--- config.mk ---
export PLATFORM = sky130hd
export DESIGN_NAME = clock_gen_xtal_trim_calib
export DESIGN_NICKNAME = d
export VERILOG_FILES = /design/src/logic/clock_gen_pkg.sv /design/src/logic/trim_cap_decoder.sv /design/src/logic/divn_divider.sv /design/src/logic/clock_gen_xtal_trim_calib.sv
export SDC_FILE = /design/constraint.sdc
export NUM_CORES = 1
export LEC_CHECK = 0
export BUFFER_PORTS_ARGS = -buffer_cell sky130_fd_sc_hd__buf_4
export CAP_MARGIN = 30
export CELL_PAD_IN_SITES_DETAIL_PLACEMENT = 1
export CELL_PAD_IN_SITES_GLOBAL_PLACEMENT = 2
export CORE_ASPECT_RATIO = 0.5
export CORE_UTILIZATION = 39
export CTS_BUF_LIST = sky130_fd_sc_hd__clkbuf_16
export CTS_CLUSTER_SIZE = 10
export DETAILED_ROUTE_END_ITERATION = 10
export PLACE_DENSITY = 0.95
export SETUP_SLACK_MARGIN = 0.02
export SLEW_MARGIN = 20
export SYNTH_ARGS = -nofsm -noshare
export SYNTH_HDL_FRONTEND = slang
export SYNTH_SLANG_ARGS = --single-unit
--- constraint.sdc ---
create_clock -name core_clk -period 6.1 [get_ports core_clk]
set_input_delay 1.22 -clock core_clk [delete_from_list [all_inputs] [get_ports core_clk]]
set_output_delay 1.22 -clock core_clk [all_outputs]
set_load 0.05 [all_outputs]
--- src/logic/clock_gen_pkg.sv ---
// Register map, field layout, reset values and carrier types of the clock generation block
package clock_gen_pkg;
  localparam logic [7:0] TRIM_OFS = 8'h00;
  localparam logic [7:0] CLKSEL_OFS = 8'h04;
  localparam logic [7:0] TRIMCTRL_OFS = 8'h08;
  localparam logic [7:0] RDYSTART_OFS = 8'h0c;
  localparam logic [7:0] RDYCAP_OFS = 8'h10;
  localparam logic [7:0] STATUS_OFS = 8'h14;
  localparam logic [7:0] CALCTRL_OFS = 8'h18;
  localparam logic [7:0] CALN_OFS = 8'h1c;
  localparam logic [7:0] CALRES_OFS = 8'h20;
  localparam int TRIM_W = 11;
  localparam int TRIM_BIN_W = 8;
  localparam int THERM_W = 7;
  localparam int RDY_W = 16;
  localparam int CNTN_W = 8;
  localparam int CALN_W = 16;
  localparam int DIV_W = 4;
  localparam int LP_SEL_LSB = 0;
  localparam int SYS_SEL_LSB = 4;
  localparam int EXT_DIV_LSB = 8;
  localparam int TRIM_SEL_LSB = 0;
  localparam int COUNT_N_LSB = 8;
  localparam int REF_SEL_LSB = 0;
  localparam int CAL_START_BIT = 2;
  localparam int ST_TRIM_DONE_BIT = 0;
  localparam int ST_XTAL_EN_BIT = 1;
  localparam int ST_SEQ_LSB = 2;
  localparam int ST_PLL_LSB = 4;
  localparam int ST_RDY_LSB = 16;
  localparam logic [TRIM_W-1:0] TRIM_RST = 11'h000;
  localparam logic [1:0] LP_SEL_RST = 2'h1;
  localparam logic [1:0] LP_RSVD = 2'h3;
  localparam logic [2:0] SYS_RSVD = 3'h7;
  localparam logic [RDY_W-1:0] RDY_START_RST = 16'h0020;
  localparam logic [RDY_W-1:0] RDY_ONE = 16'h0001;
  localparam logic [CNTN_W-1:0] COUNT_N_RST = 8'h40;
  localparam logic [CALN_W-1:0] CAL_ONE = 16'h0001;
  localparam logic [DIV_W-1:0] EXT_DIV_RST = 4'h1;
  localparam logic [DIV_W-1:0] DIV_ONE = 4'h1;
  // 96 MHz PLL output over the 16 MHz divided clock
  localparam logic [DIV_W-1:0] PLL_DIV = 4'h6;

  typedef enum logic [2:0] {
    SYS_FAST_RC = 3'b000, SYS_FAST_XTAL = 3'b001, SYS_PLL = 3'b010, SYS_EXT = 3'b011,
    SYS_SLOW_RC = 3'b100, SYS_SLOW_XTAL = 3'b101, SYS_ENH_RC = 3'b110
  } sys_src_t;
  typedef enum logic [1:0] {
    SEQ_IDLE = 2'b00, SEQ_STARTUP = 2'b01, SEQ_SETTLE = 2'b10, SEQ_READY = 2'b11
  } seq_state_t;
  typedef enum logic [1:0] {PLL_OFF = 2'b00, PLL_LOCKING = 2'b01, PLL_ON = 2'b10} pll_state_t;

  typedef struct packed {
    logic psel; logic penable; logic pwrite; logic [7:0] paddr; logic [31:0] pwdata;
  } apb_req_t;
  typedef struct packed {logic pready; logic [31:0] prdata; logic pslverr;} apb_rsp_t;
  typedef struct packed {
    logic fast_crystal_osc; logic fast_rc_osc; logic slow_rc_osc;
    logic slow_crystal_osc; logic enhanced_rc_osc; logic sys_clk_mon;
  } osc_in_t;
  typedef struct packed {logic [THERM_W-1:0] therm; logic [TRIM_BIN_W-1:0] bin;} trim_caps_t;
  typedef struct packed {logic prev; logic [DIV_W-1:0] cnt; logic tick;} divn_state_t;
  typedef struct packed {
    logic [TRIM_W-1:0] trim_code; logic [TRIM_W-1:0] trim_applied;
    logic [1:0] lp_sel; sys_src_t sys_sel; sys_src_t sys_applied; logic [DIV_W-1:0] ext_div;
    logic [1:0] trim_select; logic [CNTN_W-1:0] count_n; logic [CNTN_W-1:0] xtal_cnt;
    logic [RDY_W-1:0] rdy_start; logic [RDY_W-1:0] rdy_cnt; logic [RDY_W-1:0] rdy_cap;
    seq_state_t seq; pll_state_t pll; logic wakeup; logic xtal_en; logic trim_done; logic irq;
    logic ok_prev; osc_in_t osc_prev; logic [1:0] ref_sel; logic cal_start;
    logic [CALN_W-1:0] cal_n; logic [CALN_W-1:0] cal_left; logic [31:0] cal_m;
    logic [31:0] cal_res; logic [31:0] prdata; logic pslverr;
  } core_state_t;
endpackage : clock_gen_pkg

--- src/logic/trim_cap_decoder.sv ---
// Crystal trim code to capacitor bank controls, registered
`timescale 1ns/100ps
module trim_cap_decoder
  import clock_gen_pkg::*;
(
  input wire logic core_clk,
  input wire logic rst_n,
  input wire logic [TRIM_W-1:0] code,
  output trim_caps_t caps
);
  trim_caps_t s_q;
  trim_caps_t s_d;

  function automatic logic [THERM_W-1:0] therm(input logic [2:0] msb);
    logic [THERM_W-1:0] t;
    t = '0;
    for (int i = 0; i < THERM_W; i++) begin
      t[i] = (i == 0) || (msb > 3'(i));
    end
    return t;
  endfunction : therm

  always_comb begin
    s_d = s_q;
    s_d.bin = code[TRIM_BIN_W-1:0];
    // Thermometer lines 1 to 6 each switch a capacitor of 256 unit steps; line 0 is always on
    s_d.therm = therm(code[TRIM_W-1:TRIM_BIN_W]);
  end

  always_ff @(posedge core_clk) begin
    if (!rst_n) begin
      s_q <= '0;
    end else begin
      s_q <= s_d;
    end
  end

  // Both banks share these lines, so one code moves both equally
  assign caps = s_q;
endmodule : trim_cap_decoder

--- src/logic/divn_divider.sv ---
// Divider of the system clock: by 6 on the PLL, by a nonzero ext_div on the external clock, by one otherwise
`timescale 1ns/100ps
module divn_divider
  import clock_gen_pkg::*;
(
  input wire logic core_clk,
  input wire logic rst_n,
  input wire sys_src_t sys_src,
  input wire logic [DIV_W-1:0] ext_div,
  input wire logic sys_clk_mon,
  output logic divn_tick
);
  divn_state_t s_q;
  divn_state_t s_d;
  logic [DIV_W-1:0] factor;

  always_comb begin
    s_d = s_q;
    s_d.tick = 1'b0;
    s_d.prev = sys_clk_mon;
    if (sys_src == SYS_PLL) begin
      factor = PLL_DIV;
    end else if (sys_src == SYS_EXT && ext_div != '0) begin
      factor = ext_div;
    end else begin
      factor = DIV_ONE;
    end
    if (sys_clk_mon && !s_q.prev) begin
      if (s_q.cnt >= factor - DIV_ONE) begin
        s_d.cnt = '0;
        s_d.tick = 1'b1;
      end else begin
        s_d.cnt = s_q.cnt + DIV_ONE;
      end
    end
  end

  always_ff @(posedge core_clk) begin
    if (!rst_n) begin
      s_q <= '0;
    end else begin
      s_q <= s_d;
    end
  end

  assign divn_tick = s_q.tick;
endmodule : divn_divider

--- src/logic/clock_gen_xtal_trim_calib.sv ---
// Clock selection, crystal start-up and trim sequencing, and reference calibration
//
// Chosen here: the register addresses and register access over APB.
`timescale 1ns/100ps
module clock_gen_xtal_trim_calib
  import clock_gen_pkg::*;
(
  input wire logic core_clk,
  input wire logic rst_n,
  input wire apb_req_t apb_req,
  output apb_rsp_t apb_rsp,
  input wire osc_in_t osc,
  input wire logic crystal_amplitude_ok,
  input wire logic pll_locked,
  input wire logic power_up_start,
  input wire logic wakeup_start,
  input wire logic xtal_disable,
  output logic [1:0] low_power_sleep_clock,
  output sys_src_t sys_clk_sel,
  output logic fast_crystal_enable,
  output logic pll_enable,
  output logic usb48_enable,
  output logic divn_tick,
  output trim_caps_t trim_caps,
  output logic trim_done_flag,
  output logic crystal_ready_interrupt
);
  core_state_t s_q;
  core_state_t s_d;
  osc_in_t rise;
  logic ok_rise;
  logic rdy_tick;
  logic ref_edge;
  logic startup_end;
  logic set_done;
  logic setup;
  logic wr;
  logic [31:0] rd;
  logic divn_tick_w;

  function automatic logic reg_hit(input logic [7:0] a);
    return (a == TRIM_OFS) || (a == CLKSEL_OFS) || (a == TRIMCTRL_OFS) ||
           (a == RDYSTART_OFS) || (a == RDYCAP_OFS) || (a == STATUS_OFS) ||
           (a == CALCTRL_OFS) || (a == CALN_OFS) || (a == CALRES_OFS);
  endfunction : reg_hit

  function automatic logic lp_edge(input logic [1:0] sel, input osc_in_t r);
    if (sel == 2'h0) begin
      return r.enhanced_rc_osc;
    end else if (sel == 2'h2) begin
      return r.slow_crystal_osc;
    end
    return r.slow_rc_osc;
  endfunction : lp_edge

  always_comb begin
    s_d = s_q;
    s_d.irq = 1'b0;
    set_done = 1'b0;
    rise = osc_in_t'(osc & ~s_q.osc_prev);
    s_d.osc_prev = osc;
    ok_rise = crystal_amplitude_ok && !s_q.ok_prev;
    s_d.ok_prev = crystal_amplitude_ok;
    // Power-up counts on the slow RC; wake-up counts on the sleep clock
    rdy_tick = s_q.wakeup ? lp_edge(s_q.lp_sel, rise) : rise.slow_rc_osc;
    startup_end = s_q.trim_select[1] ? (s_q.xtal_cnt >= s_q.count_n)
                                     : crystal_amplitude_ok;
    // Reference edge per selection: 0 slow RC, 1 fast RC, 2 slow crystal, 3 enhanced RC
    case (s_q.ref_sel)
      2'h0: ref_edge = rise.slow_rc_osc;
      2'h1: ref_edge = rise.fast_rc_osc;
      2'h2: ref_edge = rise.slow_crystal_osc;
      default: ref_edge = rise.enhanced_rc_osc;
    endcase

    // Register writes take effect in the access phase
    setup = apb_req.psel && !apb_req.penable;
    wr = apb_req.psel && apb_req.penable && apb_req.pwrite && reg_hit(apb_req.paddr);
    if (wr) begin
      if (apb_req.paddr == TRIM_OFS) begin
        s_d.trim_code = apb_req.pwdata[TRIM_W-1:0];
      end else if (apb_req.paddr == CLKSEL_OFS) begin
        // Reserved code would leave the sleep domain without a source
        if (apb_req.pwdata[LP_SEL_LSB +: 2] != LP_RSVD) begin
          s_d.lp_sel = apb_req.pwdata[LP_SEL_LSB +: 2];
        end
        if (apb_req.pwdata[SYS_SEL_LSB +: 3] != SYS_RSVD) begin
          s_d.sys_sel = sys_src_t'(apb_req.pwdata[SYS_SEL_LSB +: 3]);
        end
        s_d.ext_div = apb_req.pwdata[EXT_DIV_LSB +: DIV_W];
      end else if (apb_req.paddr == TRIMCTRL_OFS) begin
        s_d.trim_select = apb_req.pwdata[TRIM_SEL_LSB +: 2];
        s_d.count_n = apb_req.pwdata[COUNT_N_LSB +: CNTN_W];
      end else if (apb_req.paddr == RDYSTART_OFS) begin
        s_d.rdy_start = apb_req.pwdata[RDY_W-1:0];
      end else if (apb_req.paddr == CALCTRL_OFS) begin
        // Selection is frozen while a measurement runs
        if (!s_q.cal_start) begin
          s_d.ref_sel = apb_req.pwdata[REF_SEL_LSB +: 2];
          if (apb_req.pwdata[CAL_START_BIT]) begin
            s_d.cal_start = 1'b1;
            s_d.cal_left = s_q.cal_n;
            s_d.cal_m = '0;
          end
        end
      end else if (apb_req.paddr == CALN_OFS) begin
        s_d.cal_n = apb_req.pwdata[CALN_W-1:0];
      end
    end

    // Crystal start-up, trim and settling sequence
    if (s_q.seq == SEQ_STARTUP && rise.fast_crystal_osc && s_q.xtal_cnt != '1) begin
      s_d.xtal_cnt = s_q.xtal_cnt + 8'h01;
    end
    case (s_q.seq)
      SEQ_IDLE: begin
        if (power_up_start || wakeup_start) begin
          s_d.seq = SEQ_STARTUP;
          s_d.xtal_en = 1'b1;
          s_d.wakeup = wakeup_start && !power_up_start;
          s_d.rdy_cnt = s_q.rdy_start;
          s_d.xtal_cnt = '0;
        end
      end
      SEQ_STARTUP: begin
        if (rdy_tick && s_q.rdy_cnt > RDY_ONE) begin
          s_d.rdy_cnt = s_q.rdy_cnt - RDY_ONE;
        end
        if (startup_end) begin
          s_d.trim_applied = s_q.trim_code;
          set_done = 1'b1;
          s_d.seq = SEQ_SETTLE;
        end
      end
      SEQ_SETTLE: begin
        // Interrupt waits for trim so the crystal is always trimmed when announced
        if (s_q.rdy_cnt <= RDY_ONE) begin
          s_d.irq = 1'b1;
          s_d.seq = SEQ_READY;
        end else if (rdy_tick) begin
          s_d.rdy_cnt = s_q.rdy_cnt - RDY_ONE;
        end
      end
      SEQ_READY: begin
        s_d.seq = SEQ_READY;
      end
      default: begin
        s_d.seq = SEQ_IDLE;
      end
    endcase
    if (set_done) begin
      s_d.trim_done = 1'b1;
    end
    if (xtal_disable) begin
      s_d.seq = SEQ_IDLE;
      s_d.xtal_en = 1'b0;
      s_d.irq = 1'b0;
      if (!s_q.trim_select[1] && !set_done) begin
        s_d.trim_done = 1'b0;
      end
    end
    if (ok_rise) begin
      s_d.rdy_cap = s_q.rdy_cnt;
    end

    // PLL request waits for lock before the system clock moves onto it
    case (s_q.pll)
      PLL_OFF: begin
        if (s_q.sys_sel == SYS_PLL && s_q.seq == SEQ_READY) begin
          s_d.pll = PLL_LOCKING;
        end else if (s_q.sys_sel != SYS_PLL) begin
          s_d.sys_applied = s_q.sys_sel;
        end
      end
      PLL_LOCKING: begin
        if (s_q.sys_sel != SYS_PLL) begin
          s_d.pll = PLL_OFF;
        end else if (pll_locked) begin
          s_d.pll = PLL_ON;
          s_d.sys_applied = SYS_PLL;
        end
      end
      PLL_ON: begin
        if (s_q.sys_sel != SYS_PLL) begin
          s_d.sys_applied = s_q.sys_sel;
          s_d.pll = PLL_OFF;
        end
      end
      default: begin
        s_d.pll = PLL_OFF;
      end
    endcase
    // Losing the crystal takes the PLL down; fall back to the fast RC
    if (xtal_disable && s_q.pll != PLL_OFF) begin
      s_d.pll = PLL_OFF;
      s_d.sys_applied = SYS_FAST_RC;
    end

    // Reference calibration: M counts divided ticks over N reference edges
    if (s_q.cal_start) begin
      if (divn_tick_w) begin
        s_d.cal_m = s_q.cal_m + 32'h1;
      end
      if (ref_edge) begin
        if (s_q.cal_left <= CAL_ONE) begin
          s_d.cal_res = s_q.cal_m + {31'h0, divn_tick_w};
          s_d.cal_start = 1'b0;
        end else begin
          s_d.cal_left = s_q.cal_left - CAL_ONE;
        end
      end
    end

    // Read data is taken in the setup phase so prdata comes from a flop
    rd = '0;
    if (apb_req.paddr == TRIM_OFS) begin
      rd[TRIM_W-1:0] = s_q.trim_code;
    end else if (apb_req.paddr == CLKSEL_OFS) begin
      rd[LP_SEL_LSB +: 2] = s_q.lp_sel;
      rd[SYS_SEL_LSB +: 3] = s_q.sys_sel;
      rd[EXT_DIV_LSB +: DIV_W] = s_q.ext_div;
    end else if (apb_req.paddr == TRIMCTRL_OFS) begin
      rd[TRIM_SEL_LSB +: 2] = s_q.trim_select;
      rd[COUNT_N_LSB +: CNTN_W] = s_q.count_n;
    end else if (apb_req.paddr == RDYSTART_OFS) begin
      rd[RDY_W-1:0] = s_q.rdy_start;
    end else if (apb_req.paddr == RDYCAP_OFS) begin
      rd[RDY_W-1:0] = s_q.rdy_cap;
    end else if (apb_req.paddr == STATUS_OFS) begin
      rd[ST_TRIM_DONE_BIT] = s_q.trim_done;
      rd[ST_XTAL_EN_BIT] = s_q.xtal_en;
      rd[ST_SEQ_LSB +: 2] = s_q.seq;
      rd[ST_PLL_LSB +: 2] = s_q.pll;
      rd[ST_RDY_LSB +: RDY_W] = s_q.rdy_cnt;
    end else if (apb_req.paddr == CALCTRL_OFS) begin
      rd[REF_SEL_LSB +: 2] = s_q.ref_sel;
      rd[CAL_START_BIT] = s_q.cal_start;
    end else if (apb_req.paddr == CALN_OFS) begin
      rd[CALN_W-1:0] = s_q.cal_n;
    end else if (apb_req.paddr == CALRES_OFS) begin
      rd = s_q.cal_res;
    end
    if (setup) begin
      s_d.prdata = rd;
      s_d.pslverr = !reg_hit(apb_req.paddr);
    end
  end

  always_ff @(posedge core_clk) begin
    if (!rst_n) begin
      s_q <= '0;
      s_q.trim_code <= TRIM_RST;
      s_q.lp_sel <= LP_SEL_RST;
      s_q.ext_div <= EXT_DIV_RST;
      s_q.count_n <= COUNT_N_RST;
      s_q.rdy_start <= RDY_START_RST;
    end else begin
      s_q <= s_d;
    end
  end

  trim_cap_decoder u_trim (
    .core_clk(core_clk),
    .rst_n(rst_n),
    .code(s_q.trim_applied),
    .caps(trim_caps)
  );

  divn_divider u_divn (
    .core_clk(core_clk),
    .rst_n(rst_n),
    .sys_src(sys_clk_sel),
    .ext_div(s_q.ext_div),
    .sys_clk_mon(osc.sys_clk_mon),
    .divn_tick(divn_tick_w)
  );

  assign apb_rsp = {1'b1, s_q.prdata, s_q.pslverr};
  assign low_power_sleep_clock = s_q.lp_sel;
  // Core runs on the fast RC while the sequence is in start-up or settling
  assign sys_clk_sel = (s_q.seq == SEQ_STARTUP || s_q.seq == SEQ_SETTLE) ?
                       SYS_FAST_RC : s_q.sys_applied;
  assign fast_crystal_enable = s_q.xtal_en;
  assign pll_enable = s_q.pll != PLL_OFF;
  assign usb48_enable = s_q.pll == PLL_ON;
  assign divn_tick = divn_tick_w;
  assign trim_done_flag = s_q.trim_done;
  assign crystal_ready_interrupt = s_q.irq;
endmodule : clock_gen_xtal_trim_calib

## Word-level counts from Yosys, hierarchy flattened

Cells that the tools add are included.

- Multiplexer cells: 102
- Eq/ne operators: 35
- Order comparisons: 11
- Add/sub/neg operators: 7
- Reduce and logical (&&, ||, !) cells: 59
- Bitwise operators: 10

Operators by type and width:

| operator | count |
|---|---|
| two-way mux 16 bit | 23 |
| two-way mux 65 bit | 5 |
| two-way mux 29 bit | 7 |
| two-way mux 48 bit | 3 |
| two-way mux 32 bit | 4 |
| two-way mux 80 bit | 1 |
| case mux 16 bit (3 select lines) | 1 |
| adder 32 x 1 -> 32 bit | 1 |
| adder 32 x 1 -> 32 bit (second input constant) | 1 |
| equality test 8 x 5 -> 1 bit (second input constant) | 4 |
| less-or-equal comparator 16 x 1 -> 1 bit (second input constant) | 2 |
| two-way mux 8 bit | 4 |
| subtractor 16 x 1 -> 16 bit (second input constant) | 2 |
| two-way mux 2 bit | 11 |
| != test 2 bit (second input constant) | 11 |
| two-way mux 1 bit | 21 |
| two-way mux 21 bit | 1 |
| two-way mux 3 bit | 7 |
| two-way mux 20 bit | 1 |
| equality test 8 x 4 -> 1 bit (second input constant) | 2 |
| greater-than comparator 16 x 1 -> 1 bit (second input constant) | 1 |
| two-way mux 4 bit | 4 |
| AND reduction 4 bit | 4 |
| logical AND 1 bit | 14 |
| 41 further kinds | 89 |

- Register bits after elaboration: 267
- Output and inout bits: 60

## Logic depth before layout (Yosys ltp)

- Word-level depth: 23
- Mapped depth: 12

## Hierarchy

Synthesis repeated with hierarchy kept, for this count alone.

- Cells, all modules: 1573
- Area, all modules: 13117.6 sq um

Modules (own cells, without submodules):

| module | area an instance (sq um) | cells each | instances |
|---|---|---|---|
| clock_gen_xtal_trim_calib | 12306.8 | 1493 | 1 |
| divn_divider | 406.6 | 49 | 1 |
| trim_cap_decoder | 404.1 | 31 | 1 |

## Worst setup path before layout

OpenSTA, ideal clock, no wires.

- Path kind: register -> output
- From: register s_q[145] (netlist name)
- To: output sys_clk_sel[2]
- Arrival time: 1941 ps
- Cell stages (with the launch flop): 6
- Setup slack: 2939 ps
- Buffers on the path: 2
- Path through: dfxtp_1 -> inv_1 -> ha_1 -> clkbuf_1 -> clkbuf_1 -> nor2b_1

- Word-level cells in the longest chain between the ends: 3

Ends and longest elaborated chain:

| item | line | source |
|---|---|---|
| start: declaration | clock_gen_xtal_trim_calib.sv:28 | `core_state_t s_q;` |
| equality test 2 x 1 -> 1 bit / equality test 2 bit (equally long branches) | clock_gen_xtal_trim_calib.sv:281 | `assign sys_clk_sel = (s_q.seq == SEQ_STARTUP \|\| s_q.seq == SEQ_SETTLE) ?` |
| logical OR 1 bit * | clock_gen_xtal_trim_calib.sv:281 |  |
| two-way mux 3 bit * | clock_gen_xtal_trim_calib.sv:281 |  |
| end: declaration | clock_gen_xtal_trim_calib.sv:19 | `output sys_src_t sys_clk_sel,` |

Mark *: on every way between the ends. The rest lies on a longest branch, timed or not.

## Final worst setup path

- From: input apb_req[37] (netlist name)
- To: register s_q, in the netlist apb_rsp[15]

- Word-level cells in the longest chain between the ends: 23

Ends and longest elaborated chain:

| item | line | source |
|---|---|---|
| start: declaration | clock_gen_xtal_trim_calib.sv:10 | `input wire apb_req_t apb_req,` |
| equality test 8 x 6 -> 1 bit | clock_gen_xtal_trim_calib.sv:240 | `end else if (apb_req.paddr == CALRES_OFS) begin` |
| two-way mux 32 bit | clock_gen_xtal_trim_calib.sv:240 |  |
| two-way mux 16 bit | clock_gen_xtal_trim_calib.sv:238 | `end else if (apb_req.paddr == CALN_OFS) begin` |
| two-way mux 16 bit | clock_gen_xtal_trim_calib.sv:235 | `end else if (apb_req.paddr == CALCTRL_OFS) begin` |
| two-way mux 16 bit | clock_gen_xtal_trim_calib.sv:229 | `end else if (apb_req.paddr == STATUS_OFS) begin` |
| two-way mux 16 bit | clock_gen_xtal_trim_calib.sv:227 | `end else if (apb_req.paddr == RDYCAP_OFS) begin` |
| two-way mux 16 bit | clock_gen_xtal_trim_calib.sv:225 | `end else if (apb_req.paddr == RDYSTART_OFS) begin` |
| two-way mux 16 bit | clock_gen_xtal_trim_calib.sv:222 | `end else if (apb_req.paddr == TRIMCTRL_OFS) begin` |
| [... 7 more ...] | n/a |  |
| two-way mux 29 bit | clock_gen_xtal_trim_calib.sv:218 | `end else if (apb_req.paddr == CLKSEL_OFS) begin` |
| two-way mux 29 bit | clock_gen_xtal_trim_calib.sv:216 | `if (apb_req.paddr == TRIM_OFS) begin` |
| two-way mux 10 bit | clock_gen_xtal_trim_calib.sv:229 |  |
| two-way mux 16 bit | clock_gen_xtal_trim_calib.sv:227 |  |
| two-way mux 16 bit | clock_gen_xtal_trim_calib.sv:225 |  |
| two-way mux 8 bit | clock_gen_xtal_trim_calib.sv:222 |  |
| two-way mux 20 bit | clock_gen_xtal_trim_calib.sv:218 |  |
| two-way mux 21 bit * | clock_gen_xtal_trim_calib.sv:216 |  |

Mark *: on every way between the ends. The rest lies on a longest branch, timed or not. The select of a mux whose other input is x is not followed.
A chain may end at the register's enable or synchronous reset.

==> summary.md <==
| Metric | Value |
|---|---|
| XOR/XNOR Fraction of Synth Area | `0.0347` |
| Post-synth EDFFs | `0` |
| Die area | `34400 µm²` |
| CP bufs+invs | `1` |
| Largest stage delay, worst path | `0.80 ns` |
| Final wirelength | `44600 µm` |
| Largest net degree at the start of global routing | `82` |
| Max-cap violation count | `0` |
| Layout area overhead | `11.5%` |
| Total global routing overflow | `0` |
| Vias per std cell | `5.91` |
| Worst-skew pair later-pin latency | `0.56 ns` |
| Fraction of the mapped netlist area in simple logic gates | `0.216` |
| H-tree depth reported by CTS | `1` |
| FMAX | `0.269 GHz` |
| Synth warn | `0` |
| Worst setup EP type | `register` |
| Final min period | `3.71 ns` |
| Vias in the first global route | `11900` |
| Rel. slew slack | `0.342` |
| Worst Path Max Fanout | `17` |
| Placed instance count | `2001` |
| PwrDens | `259 nW/µm²` |
| Status | `finished clean` |
| Peak VDD IR | `0.209 mV` |
| Data arrival, critical path | `4.22 ns` |
| NetSw | `1000 µW` |
| CTS max path bufs | `3` |
| Crit Path Class | `in2reg` |
| Routed met2 length | `21100 µm` |
| Final setup vio count | `0` |
| Num ports | `116` |
| Mean post-synth cell area | `8.28 µm²` |
| Post-Syn Instances | `1585` |
| First-pass GRT wire length | `69100 µm` |
| Antenna violation net count after detailed routing | `0` |
| Initial core utilization | `0.396` |
| Routed WL per cell | `21.9 µm` |
| CORE AREA | `33100 µm²` |
| Placement Setup Slack | `1.98 ns` |
| Initial drt markers | `969` |
| RSZ-0062 raised after global routing | `false` |
| Synth Register Bits | `267` |
| Sequential Power Share | `0.480` |
| Yosys top cell area share | `0.407` |
| Max Used Layer | `met4` |
| Internal power | `2780 µW` |
| Port bufs | `98` |
| Clock tree sinks | `267` |
| Final worst path period share | `0.609` |
| Global Route Usage Sum | `0.255` |
| Delay-heaviest family, CP | `simple AND/OR/NAND/NOR gates` |
| Slowest-stage cell, CP | `nor4_1` |
| Post-Syn Area | `13100 µm²` |
| Async SR Flop Fraction | `0` |
| Leading register cell type out of synthesis | `dfxtp_1` |
| Switching share of power | `0.265` |
| Sequential share of the synthesized area | `0.407` |
| Worst setup margin | `2.39 ns` |
| Met1 Wirelength | `20300 µm` |
| Crit path launch type | `input port` |
| Layout cells sized above 1 | `0.128` |
| Post-Synth Adder-Cell Area | `0.0257` |
| Finished Layout Cells | `2034` |
| Worst min path class | `reg2reg` |
| Area fraction in compound gates after synthesis | `0.192` |
| Most common cell after layout, fill and taps aside | `dfxtp_1` |
| Clock transition at the registers of the reported paths | `0.06 ns` |
| DP Wirelength | `31900 µm` |
| Initial antenna violation count | `0` |
| Setup_tns | `0 ns` |
| Cell Chain, Critical Path | `buf_4, nor4_1, nand2_1, nor2_1, a221oi_1, o21ai_0, and2_1` |
| Clock root buffer master | `clkbuf_16` |
| Clock skew | `0.0113 ns` |
| Die width | `261 µm` |
| Slew @ Worst Pin | `0.982 ns` |
| Pleak | `0.00534 µW` |
| RD Place Congestion | `0.908` |
| Final hold vios | `0` |
| Std cell rows | `47` |
| CP required | `6.60 ns` |
| Vias after detailed routing | `12000` |
| Syn nets | `1668` |
| CTS tree | `yes` |
| Die H | `132 µm` |
| Number of max-slew violations in the final report | `0` |
| CTS Hold Buffers Added | `0` |
| Multiplexer area fraction after synthesis | `0.0593` |
| Yosys cell types | `81` |
| Number of remaining DRC errors | `0` |
| Top cells by area, synth | `dfxtp_1, a21oi_1, nor2_1` |
| Largest family of logic cells by synthesized area | `simple AND/OR/NAND/NOR gates` |
| # diodes | `0` |
| Most frequent cells in the layout | `dfxtp_1, nor2_1, nand2_1` |
| Number of post-CTS setup repair buffers | `0` |
| Num CTS Buffers | `30` |
| Drt first pass iters | `5` |
| Final nets | `1675` |
| Clock network power share | `0.415` |
| Combinational share of power | `0.105` |
| Yosys top cell by area | `dfxtp_1` |
| Met3 wire len | `2090 µm` |
| Cts repair resizes | `0` |
-- cell usage after synthesis (5+ instances only) --
library cell / instances
nand4_1: 20
a221oi_1: 26
nor3_1: 59
xnor2_1: 16
o22ai_1: 12
a211oi_1: 24
ha_1: 27
xor2_1: 36
nor2_1: 192
a31o_2: 13
or3_1: 8
buf_2: 16
nand3_1: 35
nand2_1: 154
o2bb2ai_1: 5
inv_1: 34
o21ai_0: 82
a22oi_1: 21
nor2b_1: 17
mux2_2: 12
nor4_1: 17
nand2b_1: 10
mux2i_1: 62
and2_1: 30
buf_4: 37
a21oi_1: 146
and3_1: 8
o211ai_1: 8
clkbuf_1: 80
a31oi_1: 11
or2_2: 9
o31ai_1: 10
dfxtp_1: 267
-- registers in the layout, indices dropped and copies added, names as in the netlist --
signal,flops
crystal_ready_interrupt,1
fast_crystal_enable,1
low_power_sleep_clock,2
apb_rsp,33
u_divn.divn_tick,1
u_trim.caps,15
trim_done_flag,1
s_q,208
u_divn.s_q,5
-- power groups by stage --
stage	Combinational (µW)	Clock, µW	Sequential (µW)
after global placement	378	0	1850
after CTS	393	1600	1810
final	398	1570	1820
after floorplan	287	0	1830
after global routing	425	1660	1820
after detailed placement	389	0	1850
-- final timing paths --
kind / start / to / slack, ns / depth (start not counted)
setup reg to reg: s_q[145] / u_divn.divn_tick / 2.78 / 12
setup / recovery: apb_req[37] / apb_rsp[15] / 2.39 / 7
hold reg to reg: s_q[225] / u_trim.caps[0] / 0.46 / 1
hold / removal: s_q[225] / u_trim.caps[0] / 0.46 / 1
-- metal layers --
| metal | global-route usage | vias to the layer above |
|---|---|---|
| met1 | 0.346 | 6042 |
| li1 | - | 5593 |
| met2 | 0.423 | 326 |
| met3 | 0.0367 | 65 |
| met4 | 0.0652 | 0 |
| met5 | 0 | - |
-- final cells by class --
type	count	area [µm²]
clock buffers	31	776
well taps	441	552
repair buffers	115	867
multi-input cells	1144	6960
flip-flops and latches	267	5350
clock inverters	2	7.51
fillers	3927	18500
inverters	34	130
-- metrics by stage --
step | instance area [µm²] | hold WS, ns | power (µW) | util
after floorplan | 13100 | 0.430 | 2120 | -
after global placement | 13800 | 0.447 | 2230 | 0.417
after detailed placement | 13900 | 0.448 | 2240 | 0.418
after CTS | 14600 | 0.459 | 3810 | 0.442
after global routing | 14600 | 0.473 | 3910 | 0.442
final | 14600 | 0.460 | 3790 | 0.442
-- logic make-up after synthesis --
kind of cell,Yosys count
mux,75
other cells,1
buf+inv,174
xor+xnor,52
compound gates,399
fa+ha+maj,27
simple gates,590
flops,267
(Power assumes the default switching activity.)
